==> src/verilog/mpf_unused_placeholder.sv <==
// Intentionally empty: no further design logic

==> src/verilog/mpf_pkg.sv <==
// Shared constants, types and header helpers of the MAC frame framer
package mpf_pkg;

  // Frame layout, in bytes
  localparam int HDR_BYTES = 3;
  localparam int PKT_HDR_BYTES = 7;
  localparam int CRC_BYTES = 4;
  localparam int SNA_BYTES = 6;
  localparam int SNA_W = 8 * SNA_BYTES;
  localparam logic [1:0] HDR_IDX_LAST = 2'h2;
  localparam logic [1:0] CRC_IDX_LAST = 2'h3;
  localparam logic [3:0] FRAME_MIN_M1 =
    4'(HDR_BYTES + PKT_HDR_BYTES + CRC_BYTES - 1);
  localparam logic [3:0] FIDX_MAX = 4'hF;

  // Header field values and positions
  localparam logic [1:0] ALIGN_VAL = 2'h0;
  localparam logic [1:0] HT_GENERIC = 2'h0;
  localparam logic [3:0] RSV_HI_VAL = 4'h0;
  localparam logic RSV_LO_VAL = 1'h0;
  localparam int B0_ALIGN_MSB = 7;
  localparam int B0_ALIGN_LSB = 6;
  localparam int B0_HT_MSB = 5;
  localparam int B0_HT_LSB = 4;
  localparam int B0_RSV_MSB = 3;
  localparam int B1_RSV_BIT = 7;
  localparam int B1_DL_BIT = 6;
  localparam int B1_LVL_MSB = 5;

  // Header check: g(x) = x^8 + x^2 + x + 1, register cleared at start
  localparam logic [7:0] HCS_POLY = 8'h07;
  localparam logic [7:0] HCS_INIT = 8'h00;

  // APB register map of the PHY-side end
  localparam int APB_AW = 12;
  localparam logic [APB_AW-1:0] REG_TXD = 12'h000;
  localparam logic [APB_AW-1:0] REG_RXD = 12'h004;
  localparam logic [APB_AW-1:0] REG_STAT = 12'h008;
  localparam logic [APB_AW-1:0] REG_MASK = 12'h00C;
  localparam int TXD_LAST_BIT = 8;
  localparam int RXD_LAST_BIT = 8;
  localparam int RXD_FULL_BIT = 9;

  // Status and mask bit positions
  localparam int ST_W = 6;
  localparam int ST_RX_AVAIL = 0;
  localparam int ST_FRAME_END = 1;
  localparam int ST_HDR_BAD = 2;
  localparam int ST_SHORT = 3;
  localparam int ST_TX_TAKEN = 4;
  localparam int ST_TX_OVR = 5;

  typedef enum logic [1:0] {TX_IDLE, TX_HDR, TX_PAY, TX_CRC} mpf_tx_st_t;
  typedef enum logic [1:0] {RX_HDR, RX_PAY, RX_DROP} mpf_rx_st_t;
  typedef enum logic [2:0] {
    SEL_TXD, SEL_RXD, SEL_STAT, SEL_MASK, SEL_NONE
  } mpf_sel_t;

  function automatic logic [7:0] mpf_byte0(input logic [1:0] ht);
    return {ALIGN_VAL, ht, RSV_HI_VAL};
  endfunction

  function automatic logic [7:0] mpf_byte1(input logic dl,
                                           input logic [5:0] lvl);
    return {RSV_LO_VAL, dl, lvl};
  endfunction

  // Alignment, type and reserved bits as a generic frame demands
  function automatic logic mpf_hdr_clean(input logic [7:0] b0,
                                         input logic [7:0] b1);
    return b0[B0_ALIGN_MSB:B0_ALIGN_LSB] == ALIGN_VAL &&
           b0[B0_HT_MSB:B0_HT_LSB] == HT_GENERIC &&
           b0[B0_RSV_MSB:0] == RSV_HI_VAL &&
           b1[B1_RSV_BIT] == RSV_LO_VAL;
  endfunction

  function automatic logic [7:0] mpf_hcs_step(input logic [7:0] crc,
                                              input logic [7:0] data);
    logic [7:0] c;
    c = crc;
    for (int i = 7; i >= 0; i--) begin
      if (c[7] ^ data[i]) begin
        c = {c[6:0], 1'h0} ^ HCS_POLY;
      end else begin
        c = {c[6:0], 1'h0};
      end
    end
    return c;
  endfunction

  // Address first, top byte first, then the two leading header bytes
  function automatic logic [7:0] mpf_hcs(input logic [SNA_W-1:0] subnetwork_address,
                                         input logic [7:0] b0,
                                         input logic [7:0] b1);
    logic [7:0] c;
    c = HCS_INIT;
    for (int i = SNA_BYTES - 1; i >= 0; i--) begin
      c = mpf_hcs_step(c, subnetwork_address[i*8 +: 8]);
    end
    c = mpf_hcs_step(c, b0);
    c = mpf_hcs_step(c, b1);
    return c;
  endfunction

endpackage

==> src/verilog/mpf_link_if.sv <==
// Byte stream link between the framer and the PHY-side end
interface mpf_link_if;
  // Framer to PHY side
  logic [7:0] dp_data;
  logic dp_valid;
  logic dp_last;
  logic dp_ready;
  // PHY side to framer
  logic [7:0] pd_data;
  logic pd_valid;
  logic pd_last;
  logic pd_ready;

  modport dev (
    output dp_data, dp_valid, dp_last,
    input dp_ready,
    input pd_data, pd_valid, pd_last,
    output pd_ready
  );

  modport phy (
    input dp_data, dp_valid, dp_last,
    output dp_ready,
    output pd_data, pd_valid, pd_last,
    input pd_ready
  );
endinterface

==> src/verilog/mpf_framer.sv <==
// MAC frame framer: builds and checks the generic frame header
// Summary of operation
// - Reserved bits of built frames are zero
// - Header, one or more packets, then CRC32
// - Three header bytes, MSB first, check last
// - Two alignment bits always zero
// - Header type zero marks generic frame
// - Four plus one reserved header bits zero
// - Direction flag one downlink, zero uplink
// - Six-bit level encodes hierarchy hop
// - Level is transmitter's uplink, receiver's downlink
// - Check byte over address and two bytes
// - Check is remainder by x8+x2+x+1
// - Check input fed MSB first, address first
// - Receiver recomputes check with own address
// - Extension flagged by reserved bit, appended; none is built, and a received frame with a reserved bit set raises rx_hdr_err
// - Each packet opens with seven-byte header
module mpf_framer (
  // Clock and reset
  input wire logic clock,
  input wire logic rstn,
  // Own subnetwork address
  input wire logic [mpf_pkg::SNA_W-1:0] subnetwork_address,
  // Transmit request
  input wire logic tx_start,
  input wire logic tx_downlink,
  input wire logic [5:0] tx_level,
  input wire logic [31:0] tx_crc32,
  output logic tx_idle,
  output logic tx_done,
  // Transmit packet bytes
  input wire logic [7:0] tx_data,
  input wire logic tx_valid,
  input wire logic tx_last,
  output logic tx_ready,
  // Received frame
  output logic [7:0] rx_data,
  output logic rx_valid,
  output logic rx_last,
  output logic rx_hdr_ok,
  output logic rx_hdr_err,
  output logic rx_downlink,
  output logic [5:0] rx_level,
  // Link to the PHY side
  mpf_link_if.dev lnk
);
  import mpf_pkg::*;

  typedef struct packed {
    mpf_tx_st_t tx_st;
    logic [1:0] tx_idx;
    logic [7:0] hdr0;
    logic [7:0] hdr1;
    logic [7:0] hdr2;
    logic [31:0] crc32;
    logic [7:0] dp_data;
    logic dp_valid;
    logic dp_last;
    logic tx_idle;
    logic tx_ready;
    logic tx_done;
    mpf_rx_st_t rx_st;
    logic [1:0] rx_idx;
    logic [7:0] rb0;
    logic [7:0] rb1;
    logic pd_ready;
    logic [7:0] rx_data;
    logic rx_valid;
    logic rx_last;
    logic rx_hdr_ok;
    logic rx_hdr_err;
    logic rx_downlink;
    logic [5:0] rx_level;
  } mpf_dev_state_t;

  mpf_dev_state_t s;
  mpf_dev_state_t next_s;

  always_comb begin
    logic [7:0] b0;
    logic [7:0] b1;
    logic slot_free;
    logic hdr_good;
    b0 = 8'h00;
    b1 = 8'h00;
    slot_free = 1'h0;
    hdr_good = 1'h0;
    next_s = s;
    next_s.tx_done = 1'h0;
    next_s.rx_valid = 1'h0;
    next_s.rx_last = 1'h0;
    next_s.rx_hdr_ok = 1'h0;
    next_s.rx_hdr_err = 1'h0;
    // Receive side never stalls the link once out of reset
    next_s.pd_ready = 1'h1;

    // Output byte slot empties when the PHY side takes it
    if (s.dp_valid && lnk.dp_ready) begin
      next_s.dp_valid = 1'h0;
    end
    slot_free = !next_s.dp_valid;

    case (s.tx_st)
      TX_IDLE: begin
        if (tx_start) begin
          b0 = mpf_byte0(HT_GENERIC);
          b1 = mpf_byte1(tx_downlink, tx_level);
          next_s.hdr0 = b0;
          next_s.hdr1 = b1;
          next_s.hdr2 = mpf_hcs(subnetwork_address, b0, b1);
          next_s.crc32 = tx_crc32;
          next_s.tx_idx = 2'h0;
          next_s.tx_st = TX_HDR;
          next_s.tx_idle = 1'h0;
        end
      end
      TX_HDR: begin
        if (slot_free) begin
          if (s.tx_idx == 2'h0) begin
            next_s.dp_data = s.hdr0;
          end else if (s.tx_idx == 2'h1) begin
            next_s.dp_data = s.hdr1;
          end else begin
            next_s.dp_data = s.hdr2;
          end
          next_s.dp_valid = 1'h1;
          next_s.dp_last = 1'h0;
          if (s.tx_idx == HDR_IDX_LAST) begin
            next_s.tx_st = TX_PAY;
          end else begin
            next_s.tx_idx = s.tx_idx + 2'h1;
          end
        end
      end
      TX_PAY: begin
        // Ready is registered, so a byte moves every other cycle at best
        if (tx_valid && s.tx_ready) begin
          next_s.dp_data = tx_data;
          next_s.dp_valid = 1'h1;
          next_s.dp_last = 1'h0;
          next_s.tx_ready = 1'h0;
          if (tx_last) begin
            next_s.tx_st = TX_CRC;
            next_s.tx_idx = 2'h0;
          end
        end else if (slot_free) begin
          next_s.tx_ready = 1'h1;
        end
      end
      TX_CRC: begin
        if (slot_free) begin
          next_s.dp_data = s.crc32[31:24];
          next_s.crc32 = {s.crc32[23:0], 8'h00};
          next_s.dp_valid = 1'h1;
          next_s.dp_last = s.tx_idx == CRC_IDX_LAST;
          if (s.tx_idx == CRC_IDX_LAST) begin
            next_s.tx_st = TX_IDLE;
            next_s.tx_idle = 1'h1;
            next_s.tx_done = 1'h1;
          end else begin
            next_s.tx_idx = s.tx_idx + 2'h1;
          end
        end
      end
      default: begin
        next_s.tx_st = TX_IDLE;
        next_s.tx_idle = 1'h1;
      end
    endcase

    if (lnk.pd_valid && s.pd_ready) begin
      case (s.rx_st)
        RX_HDR: begin
          if (s.rx_idx == 2'h0) begin
            next_s.rb0 = lnk.pd_data;
          end else if (s.rx_idx == 2'h1) begin
            next_s.rb1 = lnk.pd_data;
          end
          if (s.rx_idx == HDR_IDX_LAST) begin
            hdr_good = lnk.pd_data == mpf_hcs(subnetwork_address, s.rb0, s.rb1) &&
                       mpf_hdr_clean(s.rb0, s.rb1) && !lnk.pd_last;
            next_s.rx_idx = 2'h0;
            if (hdr_good) begin
              next_s.rx_hdr_ok = 1'h1;
              next_s.rx_downlink = s.rb1[B1_DL_BIT];
              next_s.rx_level = s.rb1[B1_LVL_MSB:0];
              next_s.rx_st = RX_PAY;
            end else begin
              next_s.rx_hdr_err = 1'h1;
              // A frame that ends on its check byte leaves nothing to skip
              if (lnk.pd_last) begin
                next_s.rx_st = RX_HDR;
              end else begin
                next_s.rx_st = RX_DROP;
              end
            end
          end else if (lnk.pd_last) begin
            next_s.rx_hdr_err = 1'h1;
            next_s.rx_idx = 2'h0;
          end else begin
            next_s.rx_idx = s.rx_idx + 2'h1;
          end
        end
        RX_PAY: begin
          next_s.rx_data = lnk.pd_data;
          next_s.rx_valid = 1'h1;
          next_s.rx_last = lnk.pd_last;
          if (lnk.pd_last) begin
            next_s.rx_st = RX_HDR;
          end
        end
        RX_DROP: begin
          if (lnk.pd_last) begin
            next_s.rx_st = RX_HDR;
          end
        end
        default: begin
          next_s.rx_st = RX_HDR;
        end
      endcase
    end
  end

  always_ff @(posedge clock or negedge rstn) begin
    if (!rstn) begin
      s <= '0;
      s.tx_idle <= 1'h1;
    end else begin
      s <= next_s;
    end
  end

  assign lnk.dp_data = s.dp_data;
  assign lnk.dp_valid = s.dp_valid;
  assign lnk.dp_last = s.dp_last;
  assign lnk.pd_ready = s.pd_ready;
  assign tx_idle = s.tx_idle;
  assign tx_done = s.tx_done;
  assign tx_ready = s.tx_ready;
  assign rx_data = s.rx_data;
  assign rx_valid = s.rx_valid;
  assign rx_last = s.rx_last;
  assign rx_hdr_ok = s.rx_hdr_ok;
  assign rx_hdr_err = s.rx_hdr_err;
  assign rx_downlink = s.rx_downlink;
  assign rx_level = s.rx_level;

endmodule

==> src/flat_wrapper.sv <==
// flat-port wrapper written by rule: the top's interface ports become plain ports
module mpf_framer_flat import mpf_pkg::*;
  (clock, rstn, subnetwork_address, tx_start, tx_downlink, tx_level, tx_crc32, tx_idle, tx_done, tx_data, tx_valid, tx_last, tx_ready, rx_data, rx_valid, rx_last, rx_hdr_ok, rx_hdr_err, rx_downlink, rx_level, lnk_dp_data, lnk_dp_valid, lnk_dp_last, lnk_dp_ready, lnk_pd_data, lnk_pd_valid, lnk_pd_last, lnk_pd_ready);
  mpf_link_if lnk_i ();
  input wire logic clock;
  input wire logic rstn;
  input wire logic [mpf_pkg::SNA_W-1:0] subnetwork_address;
  input wire logic tx_start;
  input wire logic tx_downlink;
  input wire logic [5:0] tx_level;
  input wire logic [31:0] tx_crc32;
  output logic tx_idle;
  output logic tx_done;
  input wire logic [7:0] tx_data;
  input wire logic tx_valid;
  input wire logic tx_last;
  output logic tx_ready;
  output logic [7:0] rx_data;
  output logic rx_valid;
  output logic rx_last;
  output logic rx_hdr_ok;
  output logic rx_hdr_err;
  output logic rx_downlink;
  output logic [5:0] rx_level;
  output wire logic [$bits(lnk_i.dp_data)-1:0] lnk_dp_data;
  output wire logic [$bits(lnk_i.dp_valid)-1:0] lnk_dp_valid;
  output wire logic [$bits(lnk_i.dp_last)-1:0] lnk_dp_last;
  input wire logic [$bits(lnk_i.dp_ready)-1:0] lnk_dp_ready;
  input wire logic [$bits(lnk_i.pd_data)-1:0] lnk_pd_data;
  input wire logic [$bits(lnk_i.pd_valid)-1:0] lnk_pd_valid;
  input wire logic [$bits(lnk_i.pd_last)-1:0] lnk_pd_last;
  output wire logic [$bits(lnk_i.pd_ready)-1:0] lnk_pd_ready;
  assign lnk_dp_data = lnk_i.dp_data;
  assign lnk_dp_valid = lnk_i.dp_valid;
  assign lnk_dp_last = lnk_i.dp_last;
  assign lnk_i.dp_ready = lnk_dp_ready;
  assign lnk_i.pd_data = lnk_pd_data;
  assign lnk_i.pd_valid = lnk_pd_valid;
  assign lnk_i.pd_last = lnk_pd_last;
  assign lnk_pd_ready = lnk_i.pd_ready;
  mpf_framer u_core (.clock(clock), .rstn(rstn), .subnetwork_address(subnetwork_address), .tx_start(tx_start), .tx_downlink(tx_downlink), .tx_level(tx_level), .tx_crc32(tx_crc32), .tx_idle(tx_idle), .tx_done(tx_done), .tx_data(tx_data), .tx_valid(tx_valid), .tx_last(tx_last), .tx_ready(tx_ready), .rx_data(rx_data), .rx_valid(rx_valid), .rx_last(rx_last), .rx_hdr_ok(rx_hdr_ok), .rx_hdr_err(rx_hdr_err), .rx_downlink(rx_downlink), .rx_level(rx_level), .lnk(lnk_i));
endmodule
==> config.mk <==
export PLATFORM = sky130hd
export DESIGN_NAME = mpf_framer_flat
export DESIGN_NICKNAME = d
export VERILOG_FILES = /design/src/verilog/mpf_unused_placeholder.sv /design/src/verilog/mpf_pkg.sv /design/src/verilog/mpf_link_if.sv /design/src/verilog/mpf_framer.sv /design/src/flat_wrapper.sv
export SDC_FILE = /design/constraint.sdc
export NUM_CORES = 1
export LEC_CHECK = 0
export ABC_AREA = 1
export BUFFER_PORTS_ARGS = -buffer_cell sky130_fd_sc_hd__buf_2
export CORE_ASPECT_RATIO = 0.75
export CORE_MARGIN = 2
export CORE_UTILIZATION = 40
export CTS_CLUSTER_SIZE = 8
export DETAILED_ROUTE_END_ITERATION = 8
export PLACE_DENSITY_LB_ADDON = 0.15
export SLEW_MARGIN = 5
export SYNTH_ARGS = -nofsm -noshare
export SYNTH_HDL_FRONTEND = slang
export SYNTH_SLANG_ARGS = --single-unit
==> constraint.sdc <==
create_clock -name clock -period 4.4 [get_ports clock]
set_clock_uncertainty 0.2 [all_clocks]
set_input_delay 0.22 -clock clock [delete_from_list [all_inputs] [get_ports clock]]
set_output_delay 0.22 -clock clock [all_outputs]
set_load 0.01 [all_outputs]
==> impl_metrics.json, run 1 <==
{
  "status": "complete, but fails checks",
  "violations": "setup timing",
  "rsz0062_at_grt": "true",
  "worstSetupPathType": "in -> reg",
  "placed_cells": 1744,
  "grt_pass1_wl_um": 39300,
  "num_vias": 9065,
  "cts_tree": "done",
  "cts_buffers": 9,
  "slew_viol_final": 0,
  "drtPass1Iterations": 5,
  "start_kind": "input pin",
  "routabilityCongestion": 0.8576,
  "postLayoutCellArea_um2": 12600,
  "nets": 1660,
  "critPathMaxStageDelay_ns": 0.22,
  "cp_max_fo": 8,
  "cp.required_ns": 4.49,
  "clk_pin_slew_ns": 0.08,
  "ys_types": 40,
  "period_minus_slack_ns": 4.729,
  "ios": 144,
  "cts_buffer_depth": 2,
  "ant_nets": 0,
  "cts.sinks": 104,
  "vias_per_cell": 4.954,
  "start_util_pct": 40.51,
  "die-width_um": 172.4,
  "grt_pass1_vias": 8303,
  "hold_class": "in -> reg",
  "synthTopCellsByArea": "dfrtp_1 30%, nand2_1 20%, nand3_1 9.2%",
  "fillers": 1899,
  "synth.avg_cell_area_um2": 6.506,
  "num_rows": 46,
  "place_area_um2": 9723,
  "antenna_found_initial": 1,
  "clk_latency_ns": 0.36,
  "fin_ws_ns": -0.3293,
  "max_cap_violations": 0,
  "period_share_pct": 107.5,
  "slowest_stage": "nand3b_1",
  "netlist_area_um2": 8509,
  "clock-root-buffer": "clkbuf_16",
  "dpl.hpwl_um": 18510,
  "die-area_um2": 22470,
  "synthArstFlopShare_pct": 100.0,
  "tns_ns": -3.433,
  "yosysSeqAreaShare_pct": 30.60,
  "fin_cells": 1830,
  "setup_viol": 13,
  "yosys.area.top_type": "dfrtp_1",
  "hold_viol_final": 0,
  "synth_top_area_share_pct": 30.29,
  "grt_usage_pct": 21.75,
  "grt_start_max_net_pins": 70,
  "fmax_mhz": 211.4,
  "arrival_ns": 4.82,
  "layout-drive-gt1-share_pct": 41.49,
  "drt_iter0_markers": 718,
  "core-area_um2": 21010,
  "multi_input_area_um2": 6855,
  "tightest_slew_ns": 1.157,
  "wirelength_um": 26230,
  "grt_overflow": 0,
  "wire_per_inst_um": 14.33,
  "syn_to_final_growth_pct": 48.04,
  "cpMostUsedCell": "nand2_4",
  "synth_fp_nets": 1433,
  "drc": 0,
  "end_kind": "flop",
  "slew_headroom_pct": 22.59,
  "fin_util_pct": 59.96,
  "die_h_um": 130.3,
  "postSynthCellCount": 1308,
  "yosys_warnings": 0,
  "cts.htree.levels": 3,
  "ys_ff_latch": 104,
  "synthFlopType": "dfrtp_1",
  "seq_area_um2": 2604,
  "synth-edff-count": 0,
  "port_buffers": 143
}
## cells by family (layout without fill, tap and decap cells)
family	after synthesis	count (layout)	synth area share, %
other	1	3	0.04407
XOR/XNOR	48	48	5.470
adder cells (fa/ha/maj)	14	14	2.059
buffers and inverters	205	437	10.06
AND/OR/NAND/NOR	788	788	41.99
flip-flops	104	104	30.60
AO/OA/AOI/OAI	148	148	9.778
## cell usage after synthesis (all sizes together), types with 9 or more instances
| library cell | count |
|---|---|
| a21oi | 34 |
| a22oi | 29 |
| buf | 25 |
| clkbuf | 17 |
| dfrtp | 103 |
| ha | 14 |
| inv | 160 |
| nand2 | 528 |
| nand3 | 172 |
| nand3b | 9 |
| nor2 | 71 |
| o21ai | 79 |
| xnor2 | 17 |
| xor2 | 31 |
## final timing paths
path                                        start            endpoint  slack [ns]  cells past startpoint
max                        subnetwork_address[46]  u_core.rx_level[2]       -0.33                     48
min                                  tx_crc32[19]        u_core.s[72]       0.001                      3
max reg2reg                          u_core.s[35]  u_core.rx_level[2]        1.51                     22
min reg2reg                    u_core.rx_level[3]  u_core.rx_level[3]        0.29                      2
max in group asynchronous                    rstn      u_core.tx_idle        2.66                      3
min in group asynchronous                    rstn     u_core.tx_ready        0.32                      2
## sequential cells by signal, indices dropped and copies added (netlist names)
| signal | cells |
|---|---|
| u_core.lnk.dp_data | 8 |
| u_core.lnk.dp_last | 1 |
| u_core.lnk.dp_valid | 1 |
| u_core.lnk.pd_ready | 1 |
| u_core.rx_data | 8 |
| u_core.rx_downlink | 1 |
| u_core.rx_hdr_err | 1 |
| u_core.rx_hdr_ok | 1 |
| u_core.rx_last | 1 |
| u_core.rx_level | 6 |
| u_core.rx_valid | 1 |
| u_core.s | 71 |
| u_core.tx_done | 1 |
| u_core.tx_idle | 1 |
| u_core.tx_ready | 1 |
## final cells by class
cell class | instances | share of cell area, %
multi-input combinational | 999 | 54.42
sequential | 104 | 20.67
timing repair buffer | 258 | 14.21
inverter | 163 | 5.215
tap | 288 | 2.861
clock buffer | 11 | 2.006
clock inverter | 5 | 0.5761
antenna | 2 | 0.03973
## per-stage QoR
step	setup slack, ns	hold WS [ns]
after floorplan	0.2276	-0.2756
final	-0.3293	0.001431
after CTS	-0.1458	0.001072
after detailed placement	-0.8533	0.1989
after global placement	-0.7672	0.2010
after global routing	-0.6016	0.01698
## layout by cell type (no fill, tap or decap), types with 4 or more instances in the layout
master | Yosys | layout
buf_2 | 0 | 135
xor2_2 | 1 | 10
buf_6 | 0 | 11
nand2_2 | 54 | 159
inv_6 | 0 | 5
ha_1 | 14 | 14
nor2_4 | 1 | 8
buf_4 | 22 | 64
xor2_4 | 2 | 4
xor2_1 | 28 | 17
nor2_2 | 4 | 7
a21oi_1 | 34 | 34
nand2_1 | 464 | 270
dlygate4sd3_1 | 0 | 45
inv_2 | 17 | 27
clkbuf_16 | 0 | 9
nand3_4 | 2 | 30
inv_1 | 142 | 123
nand2_4 | 10 | 82
a22oi_1 | 29 | 29
nand3b_1 | 9 | 9
nand3_2 | 14 | 44
nand3_1 | 156 | 98
xnor2_1 | 17 | 12
o21ai_0 | 77 | 73
nand2_8 | 0 | 17
nor2_1 | 65 | 55
inv_4 | 1 | 9
dfrtp_1 | 103 | 103
o21ai_1 | 2 | 6
## layer usage
metal	vias up	share of wire (%)	global-route usage, %
met2	194	46	34.33
met3	19	4.9	3.852
met4	0	0.75	3.114
met5	-	0	0
met1	4234	49	31.80
li1	4618	-	-
## critical path, delay by kind of cell
family | cells | cell delay [ns]
buffers and inverters | 10 | 0.85
and+or+nand+nor | 38 | 3.71
## timing repair
action	in CTS	in global routing
resized for setup	138	345
hold buffers	45	0
endpoints found under the setup margin	19	19
setup buffers	8	16
pin swaps	53	139
hold endpoints to repair	124	0
Power of run 1 is left out: the tool's default activity adds up to more than one toggle a clock period on the data nets, which glitch-free logic cannot reach.
==> run 2, diff against run 1 <==
--- a/config.mk
+++ b/config.mk
@@ -9,7 +9,7 @@
 export BUFFER_PORTS_ARGS = -buffer_cell sky130_fd_sc_hd__buf_2
 export CORE_ASPECT_RATIO = 0.75
 export CORE_MARGIN = 2
-export CORE_UTILIZATION = 40
+export CORE_UTILIZATION = 38
 export CTS_CLUSTER_SIZE = 8
 export DETAILED_ROUTE_END_ITERATION = 8
 export PLACE_DENSITY_LB_ADDON = 0.15
==> impl_metrics.json, run 2 (synthesis gave the netlist of run 1 again) <==
{
  "period_minus_slack_ns": 4.699,
  "violations": "setup timing",
  "grt_start_max_net_pins": 69,
  "max_cap_violations": 0,
  "rsz0062_at_grt": "true",
  "hold_class": "in -> reg",
  "nets": 1682,
  "drtPass1Iterations": 5,
  "slew_viol_final": 0,
  "tns_ns": -2.985,
  "slowest_stage": "nor2_4",
  "wire_per_inst_um": 14.36,
  "layout-drive-gt1-share_pct": 43.02,
  "cp_max_fo": 6,
  "num_rows": 47,
  "drc": 0,
  "arrival_ns": 4.75,
  "fillers": 2003,
  "fmax_mhz": 212.8,
  "grt_use_met3_pct": 3.253,
  "drt_iter0_markers": 504,
  "die_h_um": 133.6,
  "antenna_found_initial": 1,
  "dpl.hpwl_um": 18510,
  "cts_buffer_depth": 2,
  "die-width_um": 176.8,
  "syn_to_final_growth_pct": 49.58,
  "grt_use_met1_pct": 32.60,
  "num_vias": 9225,
  "mostFrequentLayoutCell": "nand2_1",
  "hold_ws_ns": 0.01487,
  "end_kind": "flop",
  "grt_pass1_vias": 8446,
  "top_usage_layer": "met2",
  "die-area_um2": 23620,
  "path_delay_family": "simple AND/OR/NAND/NOR gates",
  "hold_viol_final": 0,
  "critPathMaxStageDelay_ns": 0.20,
  "grt_usage_pct": 21.55,
  "cp.required_ns": 4.45,
  "seq_area_um2": 2604,
  "routabilityCongestion": 0.8354,
  "period_share_pct": 106.8,
  "vias_per_cell": 4.968,
  "grt_pass1_wl_um": 41260,
  "cts.htree.levels": 3,
  "ant_nets": 0,
  "layout_common_cells": "257 x nand2_1, 168 x nand2_2, 137 x buf_2",
  "setup_viol": 14,
  "slew_headroom_pct": 34.88,
  "start_kind": "input pin",
  "cts.sinks": 104,
  "tightest_slew_ns": 0.9732,
  "worstSetupPathType": "in -> reg",
  "clk_pin_slew_ns": 0.07,
  "grt_util_met2_pct": 32.68,
  "cts_tree": "done",
  "worst-path-buf-inv": 9,
  "port_buffers": 143,
  "clock-root-buffer": "clkbuf_16",
  "wirelength_um": 26670,
  "grt_overflow": 0,
  "core-area_um2": 21990,
  "clk_latency_ns": 0.36,
  "largest_reg_flops": 71,
  "multi_input_area_um2": 6859,
  "ios": 144,
  "top_register": "u_core.s",
  "fin_ws_ns": -0.2989,
  "cts_buffers": 9,
  "cpMostUsedCell": "nand2_4",
  "start_util_pct": 38.69,
  "status": "complete, but fails checks"
}
## run 2: worst paths after layout
check,start,endpoint,slack [ns],cells past startpoint
max,subnetwork_address[46],u_core.rx_hdr_err,-0.30,50
min,tx_crc32[20],u_core.s[73],0.01,3
max reg2reg,u_core.s[35],u_core.rx_hdr_err,1.37,23
min reg2reg,u_core.rx_data[5],u_core.rx_data[5],0.28,2
max in group asynchronous,rstn,u_core.s[81],2.64,3
min in group asynchronous,rstn,u_core.lnk.dp_data[5],0.33,2
## run 2: layer usage
| metal | wire length [um] | part of all wire [%] |
|---|---|---|
| met2 | 12080 | 45 |
| met4 | 314 | 1.2 |
| met1 | 12920 | 48 |
| met5 | 0 | 0 |
| met3 | 1353 | 5.1 |
## run 2: area by class of cell
cell class	instances	area share, %
diodes	1	0.01966
repair buffers	280	15.29
clock inverters	6	0.4817
multi-input cells	999	53.89
well taps	294	2.890
clock buffers	10	1.878
inverters	163	5.102
flip-flops and latches	104	20.46
## run 2: per-stage QoR
step	utilization (%)	cell area (um2)	cells	worst slack, ns
2_1_floorplan	-	8509	1308	0.2276
3_3_place_gp	44.35	9753	1753	-0.6980
3_5_place_dp	44.35	9753	1753	-0.7245
4_1_cts	53.38	11740	1836	-0.1338
5_1_grt	57.86	12730	1856	-0.6524
6_report	57.87	12730	1857	-0.2989
## run 2: worst register-to-register path: cells and delay by family, from the launching register on
family,cells,cell delay (ns)
flops,1,0.42
buf+inv,6,0.63
simple gates,17,1.66
## run 2: what timing repair did
item / CTS / global route
hold buffers: 46 / 0
resized for setup: 281 / 198
pin swaps: 77 / 120
endpoints found under the setup margin: 15 / 19
setup buffers: 21 / 20
hold endpoints to repair: 120 / 0
Power of run 2 is left out for the same reason.
